**config.mk**
```make
export PLATFORM = sky130hd
export DESIGN_NAME = ucw_config_decode
export DESIGN_NICKNAME = d
export VERILOG_FILES = /design/src/hdl/ucw_pkg.sv /design/src/hdl/ucw_word_fetch.sv /design/src/hdl/ucw_config_decode.sv
export SDC_FILE = /design/constraint.sdc
export NUM_CORES = 1
export LEC_CHECK = 0
export BUFFER_PORTS_ARGS = -buffer_cell sky130_fd_sc_hd__clkbuf_2
export CORE_MARGIN = 2
export CORE_UTILIZATION = 36
export DETAILED_ROUTE_END_ITERATION = 10
export PLACE_DENSITY = 0.7
export SLEW_MARGIN = 20
export SYNTH_ARGS = -nofsm -noshare
export SYNTH_HDL_FRONTEND = slang
export SYNTH_HIERARCHICAL = 1
export SYNTH_SLANG_ARGS = --single-unit
```
**constraint.sdc**
```tcl
create_clock -name clock -period 2.29 [get_ports clock]
set_clock_uncertainty 0.2 [all_clocks]
set_input_delay 0.458 -clock clock [delete_from_list [all_inputs] [get_ports clock]]
set_output_delay 0.458 -clock clock [all_outputs]
set_load 0.1 [all_outputs]
```
**src/hdl/ucw_pkg.sv**
```systemverilog
// Package: register map, field positions and constants for the config decoder
package ucw_pkg;

   // Register byte addresses on the AHB-Lite slave
   localparam logic [7:0]  UCW_OFS_WORD0    = 8'h00;
   localparam logic [7:0]  UCW_OFS_WORD1    = 8'h04;
   localparam logic [7:0]  UCW_OFS_STATUS   = 8'h08;
   localparam logic [7:0]  UCW_OFS_CTRL     = 8'h0C;
   localparam logic [7:0]  UCW_OFS_DECODE   = 8'h10;

   // Field positions in word 0
   localparam int UCW_POS_WDT_MSB   = 31;
   localparam int UCW_POS_BOV_HI    = 22;
   localparam int UCW_POS_BOV_LO    = 21;
   localparam int UCW_POS_BORST     = 20;
   localparam int UCW_POS_DEBUG     = 12;
   localparam int UCW_POS_IOINI     = 10;
   localparam int UCW_POS_BOOT_HI   = 7;
   localparam int UCW_POS_BOOT_LO   = 6;
   localparam int UCW_POS_MASS_ERASE = 5;
   localparam int UCW_POS_WDT_HI    = 4;
   localparam int UCW_POS_WDT_LO    = 3;
   localparam int UCW_POS_LOCK      = 1;
   localparam int UCW_POS_DATA_EN   = 0;

   // Used bits of word 0; everything else is reserved and masked
   localparam logic [31:0] UCW_WORD0_MASK   = 32'h807014FB;
   // Word 1 keeps only the data region base
   localparam logic [31:0] UCW_WORD1_MASK   = 32'h000FFFFF;
   localparam int          UCW_DATA_BASE_W  = 20;

   // Threshold in millivolts per brown-out code
   localparam logic [12:0] UCW_BOV_MV_00    = 13'h0898;  // 2200
   localparam logic [12:0] UCW_BOV_MV_01    = 13'h0A8C;  // 2700
   localparam logic [12:0] UCW_BOV_MV_10    = 13'h0E74;  // 3700
   localparam logic [12:0] UCW_BOV_MV_11    = 13'h1194;  // 4500

   // Region bases
   localparam logic [31:0] UCW_LOADER_BASE_INAPP = 32'h00100000;
   localparam logic [31:0] UCW_APP_BASE_INAPP    = 32'h00000000;
   localparam logic [31:0] UCW_ZERO_BASE       = 32'h00000000;
   localparam logic [31:0] UCW_LOCKED_READ     = 32'hFFFFFFFF;

   // Reset value of decoded config before load: safest settings
   localparam logic [31:0] UCW_WORD_RESET   = 32'h00000000;
   localparam logic [31:0] UCW_RD_ZERO      = 32'h00000000;

   // Fetch timing
   localparam int UCW_FETCH_NS      = 40;
   localparam int UCW_CLK_NS        = 8;
   localparam int UCW_FETCH_CYC     = (UCW_FETCH_NS + UCW_CLK_NS - 1) /
                                      UCW_CLK_NS;

   typedef enum logic [1:0] {
      UCW_BOOT_LDR_INAPP = 2'h0,
      UCW_BOOT_LDR_ONLY  = 2'h1,
      UCW_BOOT_APP_INAPP = 2'h2,
      UCW_BOOT_APP_ONLY  = 2'h3
   } ucw_boot_type;

endpackage : ucw_pkg

```
**src/hdl/ucw_word_fetch.sv**
```systemverilog
// Word fetcher: reads one flash config word with a fixed access time
`timescale 1ns/1ps
`default_nettype none
module ucw_word_fetch
   import ucw_pkg::*;
#(
   parameter int WAIT_CYC = UCW_FETCH_CYC
) (
   input  wire logic        clock,
   input  wire logic        reset_n,
   input  wire logic        start,
   input  wire logic [31:0] flash_data,
   input  wire logic [31:0] mask,
   output logic             done,
   output logic [31:0]      word
);

   typedef struct packed {
      logic [7:0]  count;
      logic        busy;
      logic        done;
      logic [31:0] word;
   } ucw_fetch_state_type;

   ucw_fetch_state_type state;
   ucw_fetch_state_type next_state;

   always_comb begin
      next_state = state;
      next_state.done = 1'b0;
      if (start && !state.busy) begin
         next_state.busy = 1'b1;
         next_state.count = 8'(WAIT_CYC);
      end else if (state.busy) begin
         if (state.count <= 8'h01) begin
            next_state.busy = 1'b0;
            next_state.done = 1'b1;
            // Reserved bits cleared so they never reach a decode
            next_state.word = flash_data & mask;
         end else begin
            next_state.count = state.count - 8'h01;
         end
      end
   end

   always_ff @(posedge clock) begin
      if (!reset_n) begin
         state <= '0;
      end else begin
         state <= next_state;
      end
   end

   assign done = state.done;
   assign word = state.word;

endmodule : ucw_word_fetch
`default_nettype wire

```
**src/hdl/ucw_config_decode.sv**
```systemverilog
// Top: loads user config words after reset and decodes the settings
//
// Decided for this implementation: the AHB-Lite slave port and the register offsets.
`timescale 1ns/1ps
`default_nettype none
module ucw_config_decode
   import ucw_pkg::*;
#(
   parameter int WAIT_CYC = UCW_FETCH_CYC
) (
   input  wire logic        clock,
   input  wire logic        reset_n,
   // Flash read port for the config words
   output logic             flash_rd,
   output logic             flash_word_sel,
   input  wire logic [31:0] flash_data,
   // Strap-like inputs from the rest of the chip
   input  wire logic        boot_mode_source_sel,
   input  wire logic [1:0]  default_boot_sel,
   input  wire logic        prog_boot_select,
   input  wire logic        vector_page_map_req,
   input  wire logic        access_trusted,
   input  wire logic [31:0] flash_read_raw,
   // Decoded settings
   output logic             config_valid,
   output logic             cpu_release,
   output logic [1:0]       brownout_level_sel,
   output logic [12:0]      brownout_mv,
   output logic             brownout_reset_en,
   output logic             debug_port_enable,
   output logic             io_quasi_bidir,
   output logic [1:0]       boot_source_sel,
   output logic             boot_from_loader,
   output logic             in_app_programming,
   output logic [31:0]      loader_region_base,
   output logic [31:0]      application_region_base,
   output logic             prog_boot_select_eff,
   output logic             vector_page_map_en,
   output logic [2:0]       watchdog_hw_enable,
   output logic             mass_erase_enable,
   output logic             flash_locked,
   output logic [31:0]      flash_read_data,
   output logic             data_region_enable,
   output logic [19:0]      data_region_base,
   // AHB-Lite slave
   input  wire logic        hsel,
   input  wire logic [7:0]  haddr,
   input  wire logic [1:0]  htrans,
   input  wire logic        hwrite,
   input  wire logic [2:0]  hsize,
   input  wire logic [31:0] hwdata,
   input  wire logic        hready,
   output logic             hreadyout,
   output logic             hresp,
   output logic [31:0]      hrdata
);

   typedef enum {
      UCW_ST_IDLE,
      UCW_ST_WORD0,
      UCW_ST_WORD1,
      UCW_ST_DONE
   } ucw_load_type;

   typedef struct packed {
      ucw_load_type load;
      logic         fetch_start;
      logic         loaded;
      logic [31:0]  word0;
      logic [31:0]  word1;
      logic         force_tri;
      logic         dph_valid;
      logic         dph_write;
      logic [7:0]   dph_addr;
      logic [31:0]  rdata;
   } ucw_state_type;

   ucw_state_type state;
   ucw_state_type next_state;

   logic        fetch_done;
   logic [31:0] fetch_word;
   logic        boot_honoured;
   logic [1:0]  boot_eff;

   ucw_word_fetch #(
      .WAIT_CYC (WAIT_CYC)
   ) u_fetch (
      .clock      (clock),
      .reset_n    (reset_n),
      .start      (state.fetch_start),
      .flash_data (flash_data),
      .mask       (state.load == UCW_ST_WORD1 ? UCW_WORD1_MASK
                                              : UCW_WORD0_MASK),
      .done       (fetch_done),
      .word       (fetch_word)
   );

   always_comb begin
      next_state = state;
      next_state.fetch_start = 1'b0;
      // Load sequence runs once per reset
      case (state.load)
         UCW_ST_IDLE: begin
            next_state.fetch_start = 1'b1;
            next_state.load = UCW_ST_WORD0;
         end
         UCW_ST_WORD0: begin
            if (fetch_done) begin
               next_state.word0 = fetch_word;
               next_state.fetch_start = 1'b1;
               next_state.load = UCW_ST_WORD1;
            end
         end
         UCW_ST_WORD1: begin
            if (fetch_done) begin
               next_state.word1 = fetch_word;
               next_state.loaded = 1'b1;
               next_state.load = UCW_ST_DONE;
            end
         end
         UCW_ST_DONE: begin
            next_state.load = UCW_ST_DONE;
         end
         default: begin
            next_state.load = UCW_ST_IDLE;
         end
      endcase

      // AHB-Lite address phase capture
      if (hready) begin
         next_state.dph_valid = hsel && htrans[1];
         next_state.dph_write = hwrite;
         next_state.dph_addr  = haddr;
         next_state.rdata     = UCW_RD_ZERO;
         if (hsel && htrans[1] && !hwrite) begin
            case (haddr)
               UCW_OFS_WORD0:  next_state.rdata = state.word0;
               UCW_OFS_WORD1:  next_state.rdata = state.word1;
               UCW_OFS_STATUS: next_state.rdata =
                  {30'h0, state.force_tri, state.loaded};
               UCW_OFS_CTRL:   next_state.rdata = {31'h0, state.force_tri};
               UCW_OFS_DECODE: next_state.rdata =
                  {18'h0, watchdog_hw_enable, boot_eff, boot_from_loader,
                   in_app_programming, flash_locked, data_region_enable,
                   debug_port_enable, brownout_reset_en, io_quasi_bidir,
                   brownout_level_sel};
               default:        next_state.rdata = UCW_RD_ZERO;
            endcase
         end
      end
      // Write data phase: only the control register is writable
      if (state.dph_valid && state.dph_write &&
          state.dph_addr == UCW_OFS_CTRL) begin
         next_state.force_tri = hwdata[0];
      end
   end

   always_ff @(posedge clock) begin
      if (!reset_n) begin
         state <= '{load: UCW_ST_IDLE, word0: UCW_WORD_RESET,
                    word1: UCW_WORD_RESET, default: '0};
      end else begin
         state <= next_state;
      end
   end

   // Flash read strobes
   assign flash_rd       = state.fetch_start;
   assign flash_word_sel = (state.load == UCW_ST_WORD1);

   // Processor held until both words are in
   assign config_valid = state.loaded;
   assign cpu_release  = state.loaded;

   // Brown-out
   assign brownout_level_sel = state.word0[UCW_POS_BOV_HI:UCW_POS_BOV_LO];
   always_comb begin
      case (brownout_level_sel)
         2'h0:    brownout_mv = UCW_BOV_MV_00;
         2'h1:    brownout_mv = UCW_BOV_MV_01;
         2'h2:    brownout_mv = UCW_BOV_MV_10;
         default: brownout_mv = UCW_BOV_MV_11;
      endcase
   end
   assign brownout_reset_en = !state.word0[UCW_POS_BORST];

   assign debug_port_enable = state.word0[UCW_POS_DEBUG];
   // Software may force tri-state start for safe bring-up
   assign io_quasi_bidir = state.word0[UCW_POS_IOINI] &&
                           !state.force_tri;

   // Boot selection
   assign boot_source_sel = state.word0[UCW_POS_BOOT_HI:UCW_POS_BOOT_LO];
   assign boot_honoured   = boot_mode_source_sel;
   assign boot_eff = boot_honoured ? boot_source_sel
                                   : default_boot_sel;
   assign boot_from_loader   = !boot_eff[1];
   assign in_app_programming = !boot_eff[0];
   assign loader_region_base = in_app_programming ? UCW_LOADER_BASE_INAPP
                                                  : UCW_ZERO_BASE;
   assign application_region_base = in_app_programming
                                    ? UCW_APP_BASE_INAPP
                                    : UCW_ZERO_BASE;
   assign prog_boot_select_eff = prog_boot_select && boot_eff[0];
   assign vector_page_map_en = vector_page_map_req && !boot_eff[0];

   assign watchdog_hw_enable = {state.word0[UCW_POS_WDT_MSB],
      state.word0[UCW_POS_WDT_HI:UCW_POS_WDT_LO]};
   assign mass_erase_enable = state.word0[UCW_POS_MASS_ERASE];

   // Lock: untrusted paths see all ones
   assign flash_locked = !state.word0[UCW_POS_LOCK];
   assign flash_read_data = (flash_locked && !access_trusted)
                            ? UCW_LOCKED_READ : flash_read_raw;

   // Base alignment is the programmer's duty and is not corrected here
   assign data_region_enable = !state.word0[UCW_POS_DATA_EN];
   assign data_region_base = state.word1[UCW_DATA_BASE_W-1:0];

   assign hreadyout = 1'b1;
   assign hresp     = 1'b0;
   assign hrdata    = state.rdata;

   property p_bov_code;
      @(posedge clock) disable iff (!reset_n)
      brownout_level_sel == 2'h0 |-> brownout_mv == 13'h0898;
   endproperty
   a_bov_code: assert property (p_bov_code)
      else $error("brown-out code 00 not 2.2V");

   property p_bov_high;
      @(posedge clock) disable iff (!reset_n)
      brownout_level_sel == 2'h3 |-> brownout_mv == 13'h1194;
   endproperty
   a_bov_high: assert property (p_bov_high)
      else $error("brown-out code 11 not 4.5V");

   property p_borst;
      @(posedge clock) disable iff (!reset_n)
      brownout_reset_en != state.word0[20];
   endproperty
   a_borst: assert property (p_borst)
      else $error("brown-out reset polarity wrong");

   property p_debug;
      @(posedge clock) disable iff (!reset_n)
      !state.word0[12] |-> !debug_port_enable;
   endproperty
   a_debug: assert property (p_debug)
      else $error("debug enabled while bit 12 low");

   property p_ioini;
      @(posedge clock) disable iff (!reset_n)
      !state.word0[10] |-> !io_quasi_bidir;
   endproperty
   a_ioini: assert property (p_ioini)
      else $error("pins not tri-state");

   property p_boot;
      @(posedge clock) disable iff (!reset_n)
      boot_mode_source_sel |-> boot_from_loader == !state.word0[7] &&
         in_app_programming == !state.word0[6];
   endproperty
   a_boot: assert property (p_boot)
      else $error("boot decode wrong");

   property p_map;
      @(posedge clock) disable iff (!reset_n)
      !boot_eff[0] |-> loader_region_base == 32'h00100000;
   endproperty
   a_map: assert property (p_map)
      else $error("loader base not remapped");

   property p_bsel;
      @(posedge clock) disable iff (!reset_n)
      !boot_eff[0] |-> !prog_boot_select_eff;
   endproperty
   a_bsel: assert property (p_bsel)
      else $error("boot select active with bit0 low");

   property p_vmap;
      @(posedge clock) disable iff (!reset_n)
      boot_eff[0] |-> !vector_page_map_en;
   endproperty
   a_vmap: assert property (p_vmap)
      else $error("vector map active with bit0 high");

   property p_wdt;
      @(posedge clock) disable iff (!reset_n)
      watchdog_hw_enable[2] == state.word0[31];
   endproperty
   a_wdt: assert property (p_wdt)
      else $error("watchdog msb wrong");

   property p_lock;
      @(posedge clock) disable iff (!reset_n)
      flash_locked && !access_trusted |-> flash_read_data == 32'hFFFFFFFF;
   endproperty
   a_lock: assert property (p_lock)
      else $error("locked read not all ones");

   property p_load_once;
      @(posedge clock) disable iff (!reset_n)
      config_valid |=> config_valid && $stable(state.word0);
   endproperty
   a_load_once: assert property (p_load_once)
      else $error("config word changed after load");

endmodule : ucw_config_decode
`default_nettype wire

```
# Yosys cells after proc, flatten, opt, wreduce, memory -nomap -nowiden
# Cells that the tools add are included.
# totals
regBits,183
latch_bits,0
mem_bits_rw,0
romBits,0
in_bits,120
output_inout_bits,184
word_cells,81
n_memories,0
# classes
addsub,1
multipliers,0
n_div,0
magnitude_cmp,1
eq_ne,14
shift,0
n_mux,15
bitwise,5
reduce_logical,30
# ops
op,count
32-bit one-hot mux with 5 select lines,1
32-bit two-way mux,4
32-bit one-hot mux with 4 select lines,1
"32-bit by 2-bit == test with 1-bit output, second input constant",2
13-bit one-hot mux with 3 select lines,1
37-bit two-way mux,1
34-bit two-way mux,1
33-bit two-way mux,1
32-bit AND,1
"32-bit by 1-bit == test with 1-bit output, second input constant",1
"32-bit by 3-bit == test with 1-bit output, second input constant",1
32-bit zero test,1
"8-bit by 4-bit == test with 1-bit output, second input constant",3
21-bit two-way mux,1
2-bit AND reduction,5
1-bit logical AND,9
1-bit zero test,9
"8-bit by 3-bit == test with 1-bit output, second input constant",1
"8-bit by 5-bit == test with 1-bit output, second input constant",1
"8-bit by 1-bit less-or-equal comparator with 1-bit output, second input constant",1
8-bit zero test,1
"8-bit by 1-bit subtractor with 8-bit output, second input constant",1
"2-bit by 1-bit inequality test with 1-bit output, second input constant",3
4-bit two-way mux,1
other kinds (11),14

# Logic depth before layout (Yosys ltp)
# logic_depth
ltp_word,6
depth_mapped,8
ltp_nobuf,6

# Cells and area by module
# Netlist, hierarchy kept.
# by_module_without_submodules
mod,instances,cells_per_inst,area_per_inst_um2,seq_area_each_um2
ucw_config_decode,1,713,5879.4,2222.1
ucw_word_fetch,1,227,1966.9,840.8

# Worst setup path before layout
# OpenSTA, ideal clock, no wires.
# synth_timing
path_kind,input port to output port
from,in boot_mode_source_sel
to,out prog_boot_select_eff
t_arrival_ns,3.319
required_time_ns,1.632
setup_slack_ns,-1.687
path_stages,2
n_path_buf,0
path_cell_list,mux2i_1 nor2b_1
# synth_via
elab_chain_len,2
# synth_rtl
item,line,source
"start, declared",ucw_config_decode.sv:18,"input wire logic boot_mode_source_sel,"
2-bit two-way mux,ucw_config_decode.sv:196,assign boot_eff = boot_honoured ? boot_source_sel
1-bit logical AND,ucw_config_decode.sv:205,assign prog_boot_select_eff = prog_boot_select && boot_eff[0];
"end, declared",ucw_config_decode.sv:37,"output logic prog_boot_select_eff,"
# No other way between the ends.

# Final worst setup path
# layout_timing
from,reg state[76] in the netlist's numbering
to,out flash_read_data[30]
# layout_via
elab_chain_len,3
# layout_rtl
item,line,source
"start, declared",ucw_config_decode.sv:78,ucw_state_type state;
"start signal, assigned",ucw_config_decode.sv:161,"state <= '{load: UCW_ST_IDLE, word0: UCW_WORD_RESET,"
"start signal, assigned",ucw_config_decode.sv:164,state <= next_state;
1-bit zero test,ucw_config_decode.sv:213,assign flash_locked = !state.word0[UCW_POS_LOCK];
1-bit logical AND,ucw_config_decode.sv:214,assign flash_read_data = (flash_locked && !access_trusted)
32-bit two-way mux,ucw_config_decode.sv:215,? UCW_LOCKED_READ : flash_read_raw;
"end, declared",ucw_config_decode.sv:42,"output logic [31:0] flash_read_data,"
# No other way between the ends.

==> impl_metrics.toml <==
[status]
outcome = "finished, final reports clean"

[setup_path]
max_stage_delay_ps = 350
cp-start-kind = "register"
ff2ff_setup_slack_ps = 220
critPathBufInv = 2
crit_fanout = 32
worstPathCellList = "nor2_1, buf_4, or2_2, buf_12"
crit_required_ps = 1630
crit_arrival_ps = 1540
endpoint_kind = "output port"
cpMaxStageDelayCell = "dfxtp_2"
cp_top_family = "simple AND/OR/NAND/NOR gates"
crit_type = "register to output port"

[synth]
synth_top_family_by_area = "simple AND/OR/NAND/NOR gates"
post_synth_fa_ha_maj_area_fraction_pct = 1.28
yosys.area_share.simple_pct = 20.6
syn_avg_cell_area_um2 = 8.35
synthTopCellsByArea = "dfxtp_1 (39%), buf_4 (16%), nand2_1 (9.5%)"
synth_cell_types = 54
synth_xor_area_share_pct = 0.335
synth_edf_count = 0
synthTopCellsByCount = "nand2_1 (198), buf_4 (166), dfxtp_1 (153)"
synthMuxAreaShare_pct = 4.99
syn-cell-area_um2 = 7850
synthFlopType = "dfxtp_1"
synth_largest_area_cell = "dfxtp_1"
yosys_warnings = 6
netlist_instances = 940
synth_most_common_cell = "nand2_1"
synth_compound_area_share_pct = 13.9
ys_ff_latch = 153
yosysSeqAreaShare_pct = 39.0
async_flop_share_pct = 0
synth_top_area_share_pct = 39.0

[routing]
routed_wl_mm = 19.2
dr.pass1.iters = 4
drc = 0
wl_per_cell_um = 14.3
num_vias = 6074
first_iter_violations = 320
ant_nets = 0
vias_per_cell = 4.53

[cells_and_area]
finish.instance_area_um2 = 9520
final-instance-count-excl-fill = 1341
finish.net_count = 1172
drive_above_1_share_pct = 29.0
fin_util_pct = 44.0
area_growth_pct = 21.3
fillCellCount = 2114

[clock_tree]
clock_path_buffers = 2
clkLatencyLatePin_ps = 410
cts_tree = "built"
cts-root-buf = "clkbuf_16"
cts.sinks = 153
cts_inserted_buffers = 17
h-tree-depth = 4
cts.clk_slew.worst_paths_ps = 60
postCtsSetupRepairBufs = 0

[placement]
place_hpwl_mm = 14.0
place_congestion = 0.811
placed_area_um2 = 8900
place_inst = 1305
io_buffers = 201

[sta]
relSlewSlack_pct = 51.0
drv_slew = 0
rsz0062_at_grt = "no"
min_period_ps = 2200
setup_viol = 0
hold_viol_final = 0
max_freq_ghz = 0.455
fin_setup_tns_ps = 0
fin_crit_sh_pct = 95.9
worst_pin_slew_ps = 736

[die]
rows = 54
die_y_um = 152
coreArea_um2 = 21600
fp.dieW_um = 152
boundaryPins = 304
initial_utilization_pct = 36.3
die_area_um2 = 23000

[grt]
grt_remaining_overflow = 0
antenna_found_initial = 8
grt_max_degree = 109
grt_pass1_wl_mm = 29.2
grt_pass1_vias = 5578
grt_usage_pct = 16.2

[pwr]
power.density_nw_per_um2 = 746
power_mw = 7.10
peakVddDrop_mv = 0.519
power.leakage_nw = 3.94

[run]
max-cap-violations = 0

[worst_hold_path]
hold_path.class = "primary input to register"
-- metal layers --
metal | routed length, um | track usage (%) | part of all wire [%]
met1 | 8680 | 20.7 | 45
met2 | 8900 | 25.7 | 46
met5 | 36 | 0 | 0.19
met4 | 232 | 4.40 | 1.2
met3 | 1320 | 5.90 | 6.9
-- layout make-up --
cell class	count	area (um^2)	area share, %
inverters	15	56.3	0.591
clock buffers	17	425	4.47
well taps	280	350	3.68
multi-input cells	636	3590	37.8
repair buffers	221	1840	19.3
flip-flops and latches	153	3070	32.2
clock inverters	14	173	1.81
diodes	5	12.5	0.131
-- cell usage in the layout, fill, tap and decap left out, types with 4 or more instances in the layout --
master / count
a21oi_1: 7
a21boi_0: 66
clkinv_4: 4
nor2_1: 15
diode_2: 5
conb_1: 84
nand3b_1: 4
clkbuf_2: 152
clkbuf_16: 17
o21ai_0: 37
dfxtp_1: 151
or2_2: 34
o21ai_1: 29
nor2b_1: 16
ha_1: 6
nand4_1: 33
buf_12: 45
mux2i_1: 36
buf_4: 24
a2bb2oi_1: 8
nand2_1: 198
inv_1: 15
nand3_1: 6
-- what timing repair did --
item	4_1_cts	5_1_grt
hold buffers	0	0
gates resized for setup	2	2
endpoints found under the setup margin	4	12
-- path summary, 6_finish.rpt --
| check | start | endpoint | cells after the start |
|---|---|---|---|
| min | flash_data[17] | u_fetch/word[17] | 3 |
| min reg2reg | hrdata[26] | hrdata[26] | 2 |
| max reg2reg | u_fetch/state[34] | u_fetch/state[34] | 6 |
| max | state[76] | flash_read_data[30] | 4 |
-- power by group --
part	total, mW	internal, mW	leakage (nW)	switching [mW]
sequential	2.79	2.72	1.24	0.0669
clock	2.83	1.71	0.289	1.12
combinational	1.48	0.370	2.41	1.11
-- flip-flops by register name (all words and copies together), names as in the netlist --
register,count
state,48
hrdata,32
u_fetch/word,32
data_region_base,20
u_fetch/state,9
watchdog_hw_enable,3
boot_source_sel,2
brownout_level_sel,2
config_valid,1
debug_port_enable,1
flash_rd,1
mass_erase_enable,1
u_fetch/done,1
-- worst min-delay path, stage by stage --
cell	delay (ps)
clkbuf_2	80
nand4_1	70
o21ai_1	50
-- through the flow --
step                      worst slack, ps  hold slack (ps)
after floorplan                     -67.7              226
after global placement                257              238
after detailed placement              223              244
after CTS                            8.22             73.9
after global routing                 4.28             80.6
final                                92.8             93.3
-- cell families after synthesis --
group | Yosys count
compound gates | 164
xor+xnor | 3
fa+ha+maj | 8
buf+inv | 233
flops | 153
mux | 39
other cells | 2
simple gates | 338
Note: power is estimated with default switching activity, not from simulation.
